File: src/ast_pkg.sv
// constants and types for the async serial transceiver
package ast_pkg;
   localparam int FIFO_DEPTH = 4;
   localparam int RX_W = 11;
   localparam logic [15:0] DIV_RESET = 16'h0000;
   localparam logic [4:0] TICKS_STD = 5'h10;
   localparam logic [4:0] TICKS_HS = 5'h04;
   localparam logic [3:0] BITS_8 = 4'h8;
   localparam logic [3:0] BITS_9 = 4'h9;
   localparam logic [3:0] BREAK_ZEROS = 4'hc;
   localparam logic [1:0] FMT_8N = 2'h0;
   localparam logic [1:0] FMT_8E = 2'h1;
   localparam logic [1:0] FMT_8O = 2'h2;
   localparam logic [1:0] FMT_9N = 2'h3;
   localparam logic [1:0] TXI_EACH = 2'h0;
   localparam logic [1:0] TXI_DONE = 2'h1;
   localparam logic [1:0] TXI_EMPTY = 2'h2;
   localparam logic [1:0] RXI_3 = 2'h2;
   localparam logic [1:0] RXI_4 = 2'h3;
   localparam logic [2:0] LVL_BEFORE_3 = 3'h2;
   localparam logic [2:0] LVL_BEFORE_4 = 3'h3;
   localparam logic [1:0] PIN_NONE = 2'h0;
   localparam logic [1:0] PIN_RTS_CTS = 2'h2;
   localparam logic [1:0] PIN_BCLK = 2'h3;
   localparam logic [2:0] SYNC_EDGES = 3'h5;
   localparam int AB_SHIFT_STD = 7;
   localparam int AB_SHIFT_HS = 5;
   typedef struct packed {
      logic enable;
      logic high_speed_baud_select;
      logic [1:0] frame_format_select;
      logic two_stop;
      logic loopback;
      logic address_detect;
      logic [1:0] tx_interrupt_select;
      logic [1:0] rx_interrupt_select;
      logic [1:0] pin_usage_select;
      logic rts_simplex;
      logic transmit_enable_bit;
   } ast_cfg_t;
   typedef struct packed {
      logic [8:0] data;
      logic parity_error_flag;
      logic framing_error_flag;
   } ast_rx_word_t;
   typedef enum logic [2:0] {
      S_IDLE = 3'b000, S_WAIT = 3'b001, S_START = 3'b010,
      S_DATA = 3'b011, S_PARITY = 3'b100, S_STOP = 3'b101
   } ast_state_t;
endpackage

File: src/ast_transceiver.sv
// async serial transceiver: baud timer, tx/rx engines, fifos
// Function
// - baud timer is a free-running 16-bit counter, period set by divisor
// - high-speed select clear: bit rate is clock over 16 times divisor+1
// - high-speed select set: bit rate is clock over 4 times divisor+1
// - writing the divisor clears the baud timer at once
// - setting transmit enable raises a transmit interrupt two cycles later
// - 8-bit: written byte moves to shifter, shifting starts next baud tick
// - data loaded while disabled starts once enable is set, timer cleared
// - 9-bit mode: only whole-word writes load all nine bits
// - break header: dummy char ignored, break sent, then sync byte follows
// - receive interrupt when fill level meets receive interrupt select
// - overrun flag stays set until software clears it
// - reading receive data advances fifo with that char's own error flags
// - transmit and receive fifos are each four characters deep
// - 8 or 9 data bits, parity only for 8-bit, one or two stops
// - 9-bit address detect: ninth bit one marks an address character
// - receiver flags parity, framing and overrun errors
// - sixteen-times clock modes work only with high-speed select clear
// - pin usage 11 and enabled: baud clock drives the shared rts pin
// - cts/rts give simplex and flow control, set by pin usage
// - loopback routes transmitted data back into the receiver
// - automatic baud detection from a received sync character
// - tx interrupt: 00 each load, 01 all shifted out, 10 load empties fifo
// - rx interrupt: 11 at four chars, 10 at three, 0x every char
// - format: 11 9-bit, 10 odd parity, 01 even parity, 00 none
// - break is start, twelve zeros, stop, then send break self-clears
`timescale 1ns/100ps
module ast_fifo #(
   parameter int WIDTH = 8,
   parameter int DEPTH = 4
) (
   input wire logic clk_in,
   input wire logic rstn_in,
   input wire logic flush_in,
   input wire logic in_valid_in,
   output logic in_ready_out,
   input wire logic [WIDTH-1:0] in_data_in,
   output logic out_valid_out,
   input wire logic out_ready_in,
   output logic [WIDTH-1:0] out_data_out,
   output logic [$clog2(DEPTH+1)-1:0] count_out
);
   localparam int AW = $clog2(DEPTH);
   localparam int CW = $clog2(DEPTH+1);
   logic [WIDTH-1:0] mem [DEPTH];
   logic [AW-1:0] wr_reg, wr_next, rd_reg, rd_next;
   logic [CW-1:0] cnt_reg, cnt_next;
   logic push, pop;
   // honest full/empty straight from the count
   assign in_ready_out = (cnt_reg != CW'(DEPTH));
   assign out_valid_out = (cnt_reg != '0);
   assign out_data_out = mem[rd_reg];
   assign count_out = cnt_reg;
   assign push = in_valid_in & in_ready_out & !flush_in;
   assign pop = out_valid_out & out_ready_in & !flush_in;
   // pointer and count update
   always_comb begin
      wr_next = wr_reg;
      rd_next = rd_reg;
      cnt_next = cnt_reg + CW'(push) - CW'(pop);
      if (push) begin
         wr_next = (wr_reg == AW'(DEPTH-1)) ? '0 : wr_reg + 1'b1;
      end
      if (pop) begin
         rd_next = (rd_reg == AW'(DEPTH-1)) ? '0 : rd_reg + 1'b1;
      end
      if (flush_in) begin
         wr_next = '0;
         rd_next = '0;
         cnt_next = '0;
      end
   end
   always_ff @(posedge clk_in or negedge rstn_in) begin
      if (!rstn_in) begin
         wr_reg <= '0;
         rd_reg <= '0;
         cnt_reg <= '0;
      end else begin
         wr_reg <= wr_next;
         rd_reg <= rd_next;
         cnt_reg <= cnt_next;
      end
   end
   // storage carries no reset, only written on push
   always_ff @(posedge clk_in) begin
      if (push) begin
         mem[wr_reg] <= in_data_in;
      end
   end
endmodule

module ast_transceiver (
   input wire logic CLK_IN,
   input wire logic RSTN_IN,
   input wire ast_pkg::ast_cfg_t CFG_IN,
   input wire logic [15:0] BAUD_DIVISOR_IN,
   input wire logic BAUD_DIVISOR_WR_IN,
   output logic [15:0] BAUD_DIVISOR_OUT,
   input wire logic AUTO_BAUD_START_IN,
   output logic AUTO_BAUD_BUSY_OUT,
   input wire logic SEND_BREAK_SET_IN,
   output logic SEND_BREAK_OUT,
   input wire logic [8:0] TX_DATA_IN,
   input wire logic TX_VALID_IN,
   input wire logic TX_WORD_IN,
   output logic TX_READY_OUT,
   output logic TX_SHIFT_EMPTY_OUT,
   output logic TX_INT_OUT,
   output ast_pkg::ast_rx_word_t RX_DATA_OUT,
   output logic RX_VALID_OUT,
   input wire logic RX_READ_IN,
   output logic RX_INT_OUT,
   output logic OVERRUN_ERROR_OUT,
   input wire logic OVERRUN_CLEAR_IN,
   input wire logic SERIAL_IN_PIN_IN,
   output logic SERIAL_OUT_PIN_OUT,
   output logic SERIAL_OUT_OE_OUT,
   input wire logic CLEAR_TO_SEND_N_IN,
   output logic REQUEST_TO_SEND_N_OUT,
   output logic REQUEST_TO_SEND_OE_OUT
);
   import ast_pkg::*;
   logic [15:0] div_reg, div_next, cnt_reg, cnt_next, ab_div;
   logic bclk_reg, bclk_next, tick, restart, nine, txen, txen_q_reg;
   logic [4:0] tpb;
   ast_state_t tx_reg, tx_next, rx_reg, rx_next;
   logic [8:0] tsh_reg, tsh_next, rsh_reg, rsh_next;
   logic [4:0] tsub_reg, tsub_next, rsub_reg, rsub_next;
   logic [3:0] tbit_reg, tbit_next, rbit_reg, rbit_next, tnbits;
   logic tline_reg, tline_next, tpar_reg, tpar_next, tbrk_reg, tbrk_next;
   logic brk_reg, brk_next, rise_reg, tint_reg, tint_next, tdone;
   logic rts_reg, rts_next, tpop, tvalid, tin_rdy, tend, tlast, cts_ok;
   logic [8:0] tdata;
   logic [2:0] tcount, rcount, edges_reg, edges_next;
   logic rline, rprev_reg, fall, rend, rpar_reg, rpar_next, rstop;
   logic rin_rdy, rpush, rint_reg, rint_next, ov_reg, ov_next, ab_reg;
   logic ab_next, ab_done, ab_run_reg, ab_run_next, addr_ok;
   logic [23:0] abc_reg, abc_next, ab_q;
   ast_rx_word_t rword;

   assign nine = (CFG_IN.frame_format_select == FMT_9N);
   assign txen = CFG_IN.enable & CFG_IN.transmit_enable_bit;
   // ticks per bit: 16 standard, 4 high speed
   assign tpb = CFG_IN.high_speed_baud_select ? TICKS_HS : TICKS_STD;
   // a new divisor or a fresh enable restarts the timer from zero
   assign restart = BAUD_DIVISOR_WR_IN | ab_done
      | (txen & !txen_q_reg);
   assign tick = (cnt_reg == div_reg);
   assign ab_q = CFG_IN.high_speed_baud_select ? (abc_reg >> AB_SHIFT_HS)
      : (abc_reg >> AB_SHIFT_STD);
   assign ab_div = (ab_q == '0) ? DIV_RESET : ab_q[15:0] - 16'h0001;

   // baud timer and sixteen-times clock for the shared rts pin
   always_comb begin
      div_next = div_reg;
      if (BAUD_DIVISOR_WR_IN) begin
         div_next = BAUD_DIVISOR_IN;
      end else if (ab_done) begin
         div_next = ab_div;
      end
      cnt_next = (restart | tick) ? '0 : cnt_reg + 16'h0001;
      bclk_next = (cnt_next <= {1'b0, div_reg[15:1]});
   end
   always_ff @(posedge CLK_IN or negedge RSTN_IN) begin
      if (!RSTN_IN) begin
         div_reg <= DIV_RESET;
         cnt_reg <= '0;
         bclk_reg <= 1'b0;
      end else begin
         div_reg <= div_next;
         cnt_reg <= cnt_next;
         bclk_reg <= bclk_next;
      end
   end

   // loads are taken while disabled; 9-bit mode takes word writes only
   ast_fifo #(.WIDTH(9), .DEPTH(FIFO_DEPTH)) u_txq (
      .clk_in(CLK_IN),
      .rstn_in(RSTN_IN),
      .flush_in(txen_q_reg & !txen),
      .in_valid_in(TX_VALID_IN & (!nine | TX_WORD_IN)),
      .in_ready_out(tin_rdy),
      .in_data_in(TX_DATA_IN),
      .out_valid_out(tvalid),
      .out_ready_in(tpop),
      .out_data_out(tdata),
      .count_out(tcount)
   );
   assign TX_READY_OUT = tin_rdy & CFG_IN.enable;
   // cts gates only the start of a new character
   assign cts_ok = (CFG_IN.pin_usage_select != PIN_RTS_CTS)
      | !CLEAR_TO_SEND_N_IN;
   assign tpop = (tx_reg == S_IDLE) & tvalid & txen & cts_ok;
   assign tend = tick & (tsub_reg == tpb - 5'h01);
   assign tnbits = tbrk_reg ? BREAK_ZEROS : (nine ? BITS_9 : BITS_8);
   assign tlast = (tbit_reg == tnbits - 4'h1);
   assign tdone = (tx_reg == S_STOP) & tend
      & (tbit_reg == {3'h0, CFG_IN.two_stop & !tbrk_reg});

   // transmit engine
   always_comb begin
      tx_next = tx_reg;
      tsh_next = tsh_reg;
      tsub_next = tick ? tsub_reg + 5'h01 : tsub_reg;
      tbit_next = tbit_reg;
      tline_next = tline_reg;
      tpar_next = tpar_reg;
      tbrk_next = tbrk_reg;
      brk_next = brk_reg | SEND_BREAK_SET_IN;
      if (tend) begin
         tsub_next = '0;
      end
      unique case (tx_reg)
         S_IDLE: begin
            tline_next = 1'b1;
            if (tpop) begin
               tx_next = S_WAIT;
               tsh_next = nine ? tdata : {1'b0, tdata[7:0]};
               // even parity bit is data xor, odd its inverse
               tpar_next = ^tdata[7:0]
                  ^ (CFG_IN.frame_format_select == FMT_8O);
               tbrk_next = brk_reg; // dummy character is dropped
            end
         end
         S_WAIT: begin
            if (tick) begin
               tx_next = S_START;
               tline_next = 1'b0;
               tsub_next = '0;
            end
         end
         S_START: begin
            if (tend) begin
               tx_next = S_DATA;
               tbit_next = '0;
               tline_next = tbrk_reg ? 1'b0 : tsh_reg[0];
            end
         end
         S_DATA: begin
            if (tend) begin
               tsh_next = {1'b0, tsh_reg[8:1]};
               tbit_next = tbit_reg + 4'h1;
               tline_next = tbrk_reg ? 1'b0 : tsh_reg[1]; // lsb first
               if (tlast) begin
                  tbit_next = '0;
                  if (!tbrk_reg & !nine
                     & (CFG_IN.frame_format_select != FMT_8N)) begin
                     tx_next = S_PARITY;
                     tline_next = tpar_reg;
                  end else begin
                     tx_next = S_STOP;
                     tline_next = 1'b1;
                  end
               end
            end
         end
         S_PARITY: begin
            if (tend) begin
               tx_next = S_STOP;
               tline_next = 1'b1;
            end
         end
         S_STOP: begin
            if (tdone) begin
               tx_next = S_IDLE;
               if (tbrk_reg) begin
                  brk_next = SEND_BREAK_SET_IN; // a new set wins the clear
                  tbrk_next = 1'b0;
               end
            end else if (tend) begin
               tbit_next = tbit_reg + 4'h1;
            end
         end
         default: tx_next = S_IDLE;
      endcase
      if (!txen) begin
         tx_next = S_IDLE; // disabling aborts the frame
         tline_next = 1'b1;
         tbrk_next = 1'b0;
      end
   end
   always_ff @(posedge CLK_IN or negedge RSTN_IN) begin
      if (!RSTN_IN) begin
         tx_reg <= S_IDLE;
         tsh_reg <= '0;
         tsub_reg <= '0;
         tbit_reg <= '0;
         tline_reg <= 1'b1;
         tpar_reg <= 1'b0;
         tbrk_reg <= 1'b0;
         brk_reg <= 1'b0;
      end else begin
         tx_reg <= tx_next;
         tsh_reg <= tsh_next;
         tsub_reg <= tsub_next;
         tbit_reg <= tbit_next;
         tline_reg <= tline_next;
         tpar_reg <= tpar_next;
         tbrk_reg <= tbrk_next;
         brk_reg <= brk_next;
      end
   end

   // transmit interrupt, rts and enable history
   always_comb begin
      tint_next = rise_reg;
      unique case (CFG_IN.tx_interrupt_select)
         TXI_EACH: tint_next = tint_next | tpop;
         TXI_DONE: tint_next = tint_next | (tdone & !tvalid);
         TXI_EMPTY: tint_next = tint_next | (tpop & (tcount == 3'h1));
         default: tint_next = tint_next;
      endcase
      // simplex asserts while sending, flow control while room remains
      rts_next = CFG_IN.rts_simplex ? (tx_next == S_IDLE)
         : !rin_rdy;
   end
   always_ff @(posedge CLK_IN or negedge RSTN_IN) begin
      if (!RSTN_IN) begin
         txen_q_reg <= 1'b0;
         rise_reg <= 1'b0;
         tint_reg <= 1'b0;
         rts_reg <= 1'b1;
      end else begin
         txen_q_reg <= txen;
         rise_reg <= txen & !txen_q_reg;
         tint_reg <= tint_next;
         rts_reg <= rts_next;
      end
   end

   // loopback feeds the transmit line straight back
   assign rline = CFG_IN.loopback ? tline_reg : SERIAL_IN_PIN_IN;
   assign fall = rprev_reg & !rline;
   assign rend = tick & (rsub_reg == tpb - 5'h01);
   assign rstop = (rx_reg == S_STOP) & rend;
   assign addr_ok = !(CFG_IN.address_detect & nine
      & !rsh_reg[8]);
   assign rword.data = nine ? rsh_reg : {1'b0, rsh_reg[8:1]};
   // parity bit folded into the running xor leaves zero on a good frame
   assign rword.parity_error_flag = (CFG_IN.frame_format_select != FMT_8N)
      & !nine & rpar_reg;
   assign rword.framing_error_flag = !rline;
   assign rpush = rstop & addr_ok & !ab_reg;
   assign ab_done = ab_run_reg & fall & (edges_reg == SYNC_EDGES - 3'h1);

   // receive engine, sampling at bit centres
   always_comb begin
      rx_next = rx_reg;
      rsh_next = rsh_reg;
      rsub_next = tick ? rsub_reg + 5'h01 : rsub_reg;
      rbit_next = rbit_reg;
      rpar_next = rpar_reg;
      if (rend) begin
         rsub_next = '0;
      end
      unique case (rx_reg)
         S_IDLE: begin
            rsub_next = '0;
            if (fall & !ab_reg) begin
               rx_next = S_START;
            end
         end
         S_START: begin
            if (tick & (rsub_reg == (tpb >> 1) - 5'h01)) begin
               rsub_next = '0;
               rbit_next = '0;
               rpar_next = (CFG_IN.frame_format_select == FMT_8O);
               rx_next = rline ? S_IDLE : S_DATA; // glitch rejected
            end
         end
         S_DATA: begin
            if (rend) begin
               rsh_next = {rline, rsh_reg[8:1]};
               rpar_next = rpar_reg ^ rline;
               rbit_next = rbit_reg + 4'h1;
               if (rbit_reg == (nine ? BITS_9 : BITS_8) - 4'h1) begin
                  rx_next = (!nine & (CFG_IN.frame_format_select != FMT_8N))
                     ? S_PARITY : S_STOP;
               end
            end
         end
         S_PARITY: begin
            if (rend) begin
               rpar_next = rpar_reg ^ rline;
               rx_next = S_STOP;
            end
         end
         S_STOP: begin
            if (rend) begin
               rx_next = S_IDLE;
            end
         end
         default: rx_next = S_IDLE;
      endcase
      if (!CFG_IN.enable) begin
         rx_next = S_IDLE;
      end
   end
   always_ff @(posedge CLK_IN or negedge RSTN_IN) begin
      if (!RSTN_IN) begin
         rx_reg <= S_IDLE;
         rsh_reg <= '0;
         rsub_reg <= '0;
         rbit_reg <= '0;
         rpar_reg <= 1'b0;
         rprev_reg <= 1'b1;
      end else begin
         rx_reg <= rx_next;
         rsh_reg <= rsh_next;
         rsub_reg <= rsub_next;
         rbit_reg <= rbit_next;
         rpar_reg <= rpar_next;
         rprev_reg <= rline;
      end
   end

   ast_fifo #(.WIDTH(RX_W), .DEPTH(FIFO_DEPTH)) u_rxq (
      .clk_in(CLK_IN),
      .rstn_in(RSTN_IN),
      .flush_in(!CFG_IN.enable),
      .in_valid_in(rpush),
      .in_ready_out(rin_rdy),
      .in_data_in(rword),
      .out_valid_out(RX_VALID_OUT),
      .out_ready_in(RX_READ_IN),
      .out_data_out(RX_DATA_OUT),
      .count_out(rcount)
   );

   // receive interrupt, overrun and sync measurement
   always_comb begin
      rint_next = rpush & rin_rdy;
      unique case (CFG_IN.rx_interrupt_select)
         RXI_3: rint_next = rint_next & (rcount == LVL_BEFORE_3);
         RXI_4: rint_next = rint_next & (rcount == LVL_BEFORE_4);
         default: rint_next = rint_next;
      endcase
      // a new overrun wins over a clear in the same cycle
      ov_next = (rpush & !rin_rdy)
         | (ov_reg & !OVERRUN_CLEAR_IN);
      ab_next = (ab_reg | AUTO_BAUD_START_IN) & !ab_done;
      ab_run_next = ab_run_reg;
      edges_next = edges_reg;
      abc_next = ab_run_reg ? abc_reg + 24'h000001 : '0;
      if (ab_reg & fall) begin
         ab_run_next = !ab_done;
         edges_next = ab_done ? '0 : edges_reg + 3'h1;
      end
      if (!ab_reg) begin
         ab_run_next = 1'b0;
         edges_next = '0;
      end
   end
   always_ff @(posedge CLK_IN or negedge RSTN_IN) begin
      if (!RSTN_IN) begin
         rint_reg <= 1'b0;
         ov_reg <= 1'b0;
         ab_reg <= 1'b0;
         ab_run_reg <= 1'b0;
         edges_reg <= '0;
         abc_reg <= '0;
      end else begin
         rint_reg <= rint_next;
         ov_reg <= ov_next;
         ab_reg <= ab_next;
         ab_run_reg <= ab_run_next;
         edges_reg <= edges_next;
         abc_reg <= abc_next;
      end
   end

   // outputs; baud clock only while sixteen-times mode is in use
   assign BAUD_DIVISOR_OUT = div_reg;
   assign AUTO_BAUD_BUSY_OUT = ab_reg;
   assign SEND_BREAK_OUT = brk_reg;
   assign TX_SHIFT_EMPTY_OUT = (tx_reg == S_IDLE) & !tvalid;
   assign TX_INT_OUT = tint_reg;
   assign RX_INT_OUT = rint_reg;
   assign OVERRUN_ERROR_OUT = ov_reg;
   assign SERIAL_OUT_PIN_OUT = tline_reg;
   assign SERIAL_OUT_OE_OUT = txen;
   assign REQUEST_TO_SEND_N_OUT = (CFG_IN.pin_usage_select == PIN_BCLK)
      ? (bclk_reg & !CFG_IN.high_speed_baud_select)
      : rts_reg;
   assign REQUEST_TO_SEND_OE_OUT = CFG_IN.enable
      & (CFG_IN.pin_usage_select != PIN_NONE);
endmodule

File: config.mk
export PLATFORM = sky130hd
export DESIGN_NAME = ast_transceiver
export DESIGN_NICKNAME = d
export VERILOG_FILES = /design/src/ast_pkg.sv /design/src/ast_transceiver.sv
export SDC_FILE = /design/constraint.sdc
export NUM_CORES = 1
export LEC_CHECK = 0
export BUFFER_PORTS_ARGS = -buffer_cell sky130_fd_sc_hd__buf_2
export CAP_MARGIN = 20
export CORE_ASPECT_RATIO = 0.5
export CORE_MARGIN = 2
export CORE_UTILIZATION = 55
export DETAILED_ROUTE_END_ITERATION = 10
export HOLD_SLACK_MARGIN = 0.05
export PLACE_DENSITY_LB_ADDON = 0.3
export SETUP_SLACK_MARGIN = 0.3
export SLEW_MARGIN = 10
export SYNTH_ARGS = -nofsm -noshare
export SYNTH_HDL_FRONTEND = slang
export SYNTH_SLANG_ARGS = --single-unit
File: constraint.sdc
create_clock -name CLK_IN -period 9.6 [get_ports CLK_IN]
set_input_delay 1.92 -clock CLK_IN [delete_from_list [all_inputs] [get_ports CLK_IN]]
set_output_delay 1.92 -clock CLK_IN [all_outputs]
set_load 0.02 [all_outputs]
==> results by group <==
Worst setup path
  – CP Launch Type: input pin
  – Crit path to: REQUEST_TO_SEND_N_OUT
  – Max FO, Critical Path: 43
  – Worst setup startpoint: CFG_IN[13]
  – Worst Path Arrival: 3.01 ns
  – FF-to-FF path depth: 14
  – Reg-to-reg startpoint: BAUD_DIVISOR_OUT[7]
  – Reg2reg setup slack: 5.57 ns
  – Critical path class: input pin to primary output
  – Critical path required time: 7.68 ns
  – Reg-to-Reg End: bclk_reg
  – Worst setup EP type: primary output

Layout
  – Final core utilization: 0.617
  – Final nets: 1188
  – Area Growth Syn to Fin: 11.0%
  – Antenna diodes: 0
  – Max FFs per register: 44
  – Share of layout cells above drive strength 1: 0.177

STA
  – RSZ-0062 raised after global routing: no
  – Period utilisation layout: 0.513
  – Worst clock skew: 0.0166 ns
  – Slew @ Worst Pin: 0.931 ns
  – Rel. slew slack: 0.380
  – Final setup viols: 0
  – Fin. Hold Viols: 0
  – Fmax: 0.203 GHz
  – Min Tclk post-route: 4.93 ns
  – Setup TNS: 0 ns
  – Pins Over Slew Limit: 0

Yosys
  – Sequential fraction of the synthesis area: 0.500
  – Synth Area in XOR/XNOR: 0.0612
  – Yosys top cell area share: 0.281
  – Simple-Gate Fraction of Synth Area: 0.166
  – Synth area leaders: dfrtp_1 (28%), edfxtp_1 (21%), ha_1 (5.0%), mux4_2 (4.0%), xor2_1 (3.5%)
  – Mux cell area share after synthesis: 0.0854
  – Mapped Area: 0.0113 mm^2
  – Area share of fa/ha/maj cells after synthesis: 0.0533
  – Synth area leader: dfrtp_1
  – Largest family of logic cells by synthesized area: simple AND/OR/NAND/NOR gates
  – Seq cells post-synth: 210
  – Top-count cell post-synth: dfrtp_1
  – Mapped Nets: 1124
  – Post-synthesis cell count: 1026
  – Fraction of registers with async set/reset: 0.619
  – Post-synthesis cell type count: 78
  – Syn avg cell area: 11.0 um^2
  – Synth warn: 0
  – Synth Flop Type: dfrtp_1
  – Most instantiated cells after synthesis: dfrtp_1 (127), nand2_1 (90), nor2_1 (81), edfxtp_1 (80), inv_1 (51)
  – Post-synth EDFFs: 80
  – Compound-Gate Fraction of Synth Area: 0.0965

Clocking
  – Post-CTS resize count: 0
  – Clock sink count: 210
  – Hold Buf Count CTS: 0
  – TritonCTS Buffers: 20
  – Clock Latency Late Sink: 0.50 ns
  – Clk slew on worst S/H paths: 0.06 ns
  – Htree depth: 1
  – Post-CTS setup buffer count: 0
  – Root Driver: clkbuf_16
  – Maximum clock path buffer count: 3
  – TritonCTS clock tree: done

Detailed routing
  – Final antenna-violating net count: 0
  – DRC Markers: 0
  – WL/cell: 16.9 um
  – Vias per cell: 5.66
  – Drt first pass iters: 6
  – DR vias: 7799
  – Initial DRC count: 614
  – Final wirelength: 23300 um

Global routing
  – GR Overflow Total: 0
  – Largest net degree at the start of global routing: 73
  – Vias in the first global route: 7537
  – Tot GR Track Use: 0.217
  – Antenna violations before repair: 0
  – Global-route wire length before repair: 38000 um

Floorplanning
  – Die Area: 0.0218 mm^2
  – Die H: 105 um
  – Initial Util: 0.555
  – Num ports: 90
  – Die X: 207 um
  – Core box area: 0.0204 mm^2
  – Row count: 37

Pwr
  – PwrDens: 196 mW/mm^2
  – Static leakage: 5.26 nW
  – Final Power: 2.46 mW
  – Maximum vdd ir drop: 0.109 mV

Placed design
  – GP Congestion: 0.883
  – DP HPWL: 16400 um
  – IO Port Bufs: 89

Status
  – Status: completed

Hold path
  – HP Class: flip-flop to flip-flop

Flow run
  – Max Cap Viol: 0
==> critical path, cell delays in order <==
cell      delay [ns]
buf_2           0.59
nand2b_1        0.23
o21ai_0         0.08
buf_2           0.16
==> logic make-up after synthesis <==
logic type,after synthesis
buffers and inverters,102
multiplexers,68
XOR/XNOR,79
flip-flops,210
AND/OR/NAND/NOR,361
adder cells (fa/ha/maj),47
AO/OA/AOI/OAI,159
==> layer usage <==
metal / vias up / global-route usage / wire length (um) / part of all wire
li1: 3789 / - / - / -
met1: 3838 / 0.321 / 11000 / 0.47
met2: 151 / 0.344 / 11000 / 0.47
met3: 21 / 0.0346 / 1040 / 0.045
met4: 0 / 0.0380 / 206 / 0.0088
met5: - / 0 / 0 / 0
==> layout by cell type (no fill, tap or decap), types with 6 or more instances in the layout <==
cell	count
clkbuf_16	20
xnor2_1	34
ha_1	45
and3_1	6
a21oi_1	48
o221ai_1	14
or3_1	13
nand2b_1	9
xor2_1	45
mux2_2	27
nand4_1	10
nand3_1	30
dfrtp_1	127
and2_1	38
edfxtp_1	80
nand2_1	90
a21o_1	8
nor4_1	6
and4_1	7
o21ai_0	27
nor2_1	81
clkbuf_1	6
a21boi_0	6
nor3_1	17
mux4_2	20
inv_1	51
buf_2	88
mux2i_1	20
nor2b_1	19
==> through the flow <==
step                      area (um^2)  hold slack [ns]  setup slack [ns]  cells
after floorplan                 11300            0.406              4.63   1026
after global placement          11900            0.439              4.41   1341
after detailed placement        11900            0.446              4.33   1341
after CTS                       12600            0.455              4.69   1377
after global routing            12600            0.479              4.47   1377
final                           12600            0.453              4.67   1377
==> where the power goes <==
part / switching, mW / internal, mW
registers: 0.112 / 1.02
clock network: 0.334 / 0.465
logic: 0.275 / 0.253
total: 0.721 / 1.74
==> how the worst min path moves through the flow <==
| stage | startpoint | end | depth (start not counted) |
|---|---|---|---|
| after global placement | abc_reg[0] | abc_reg[0] | 1 |
| final | abc_reg[0] | abc_reg[0] | 1 |
| after CTS | abc_reg[0] | abc_reg[0] | 1 |
| after floorplan | txen_q_reg | rise_reg | 1 |
| after detailed placement | abc_reg[0] | abc_reg[0] | 1 |
| after global routing | rise_reg | TX_INT_OUT | 1 |
==> final cells by class <==
type,instances,area [um^2]
fillers,1630,7810
flip-flops and latches,210,5660
multi-input cells,714,5230
clock buffers,29,564
repair buffers,92,470
well taps,273,342
inverters,52,195
clock inverters,7,98.8
No activity file was read; power rests on OpenSTA's default activity.
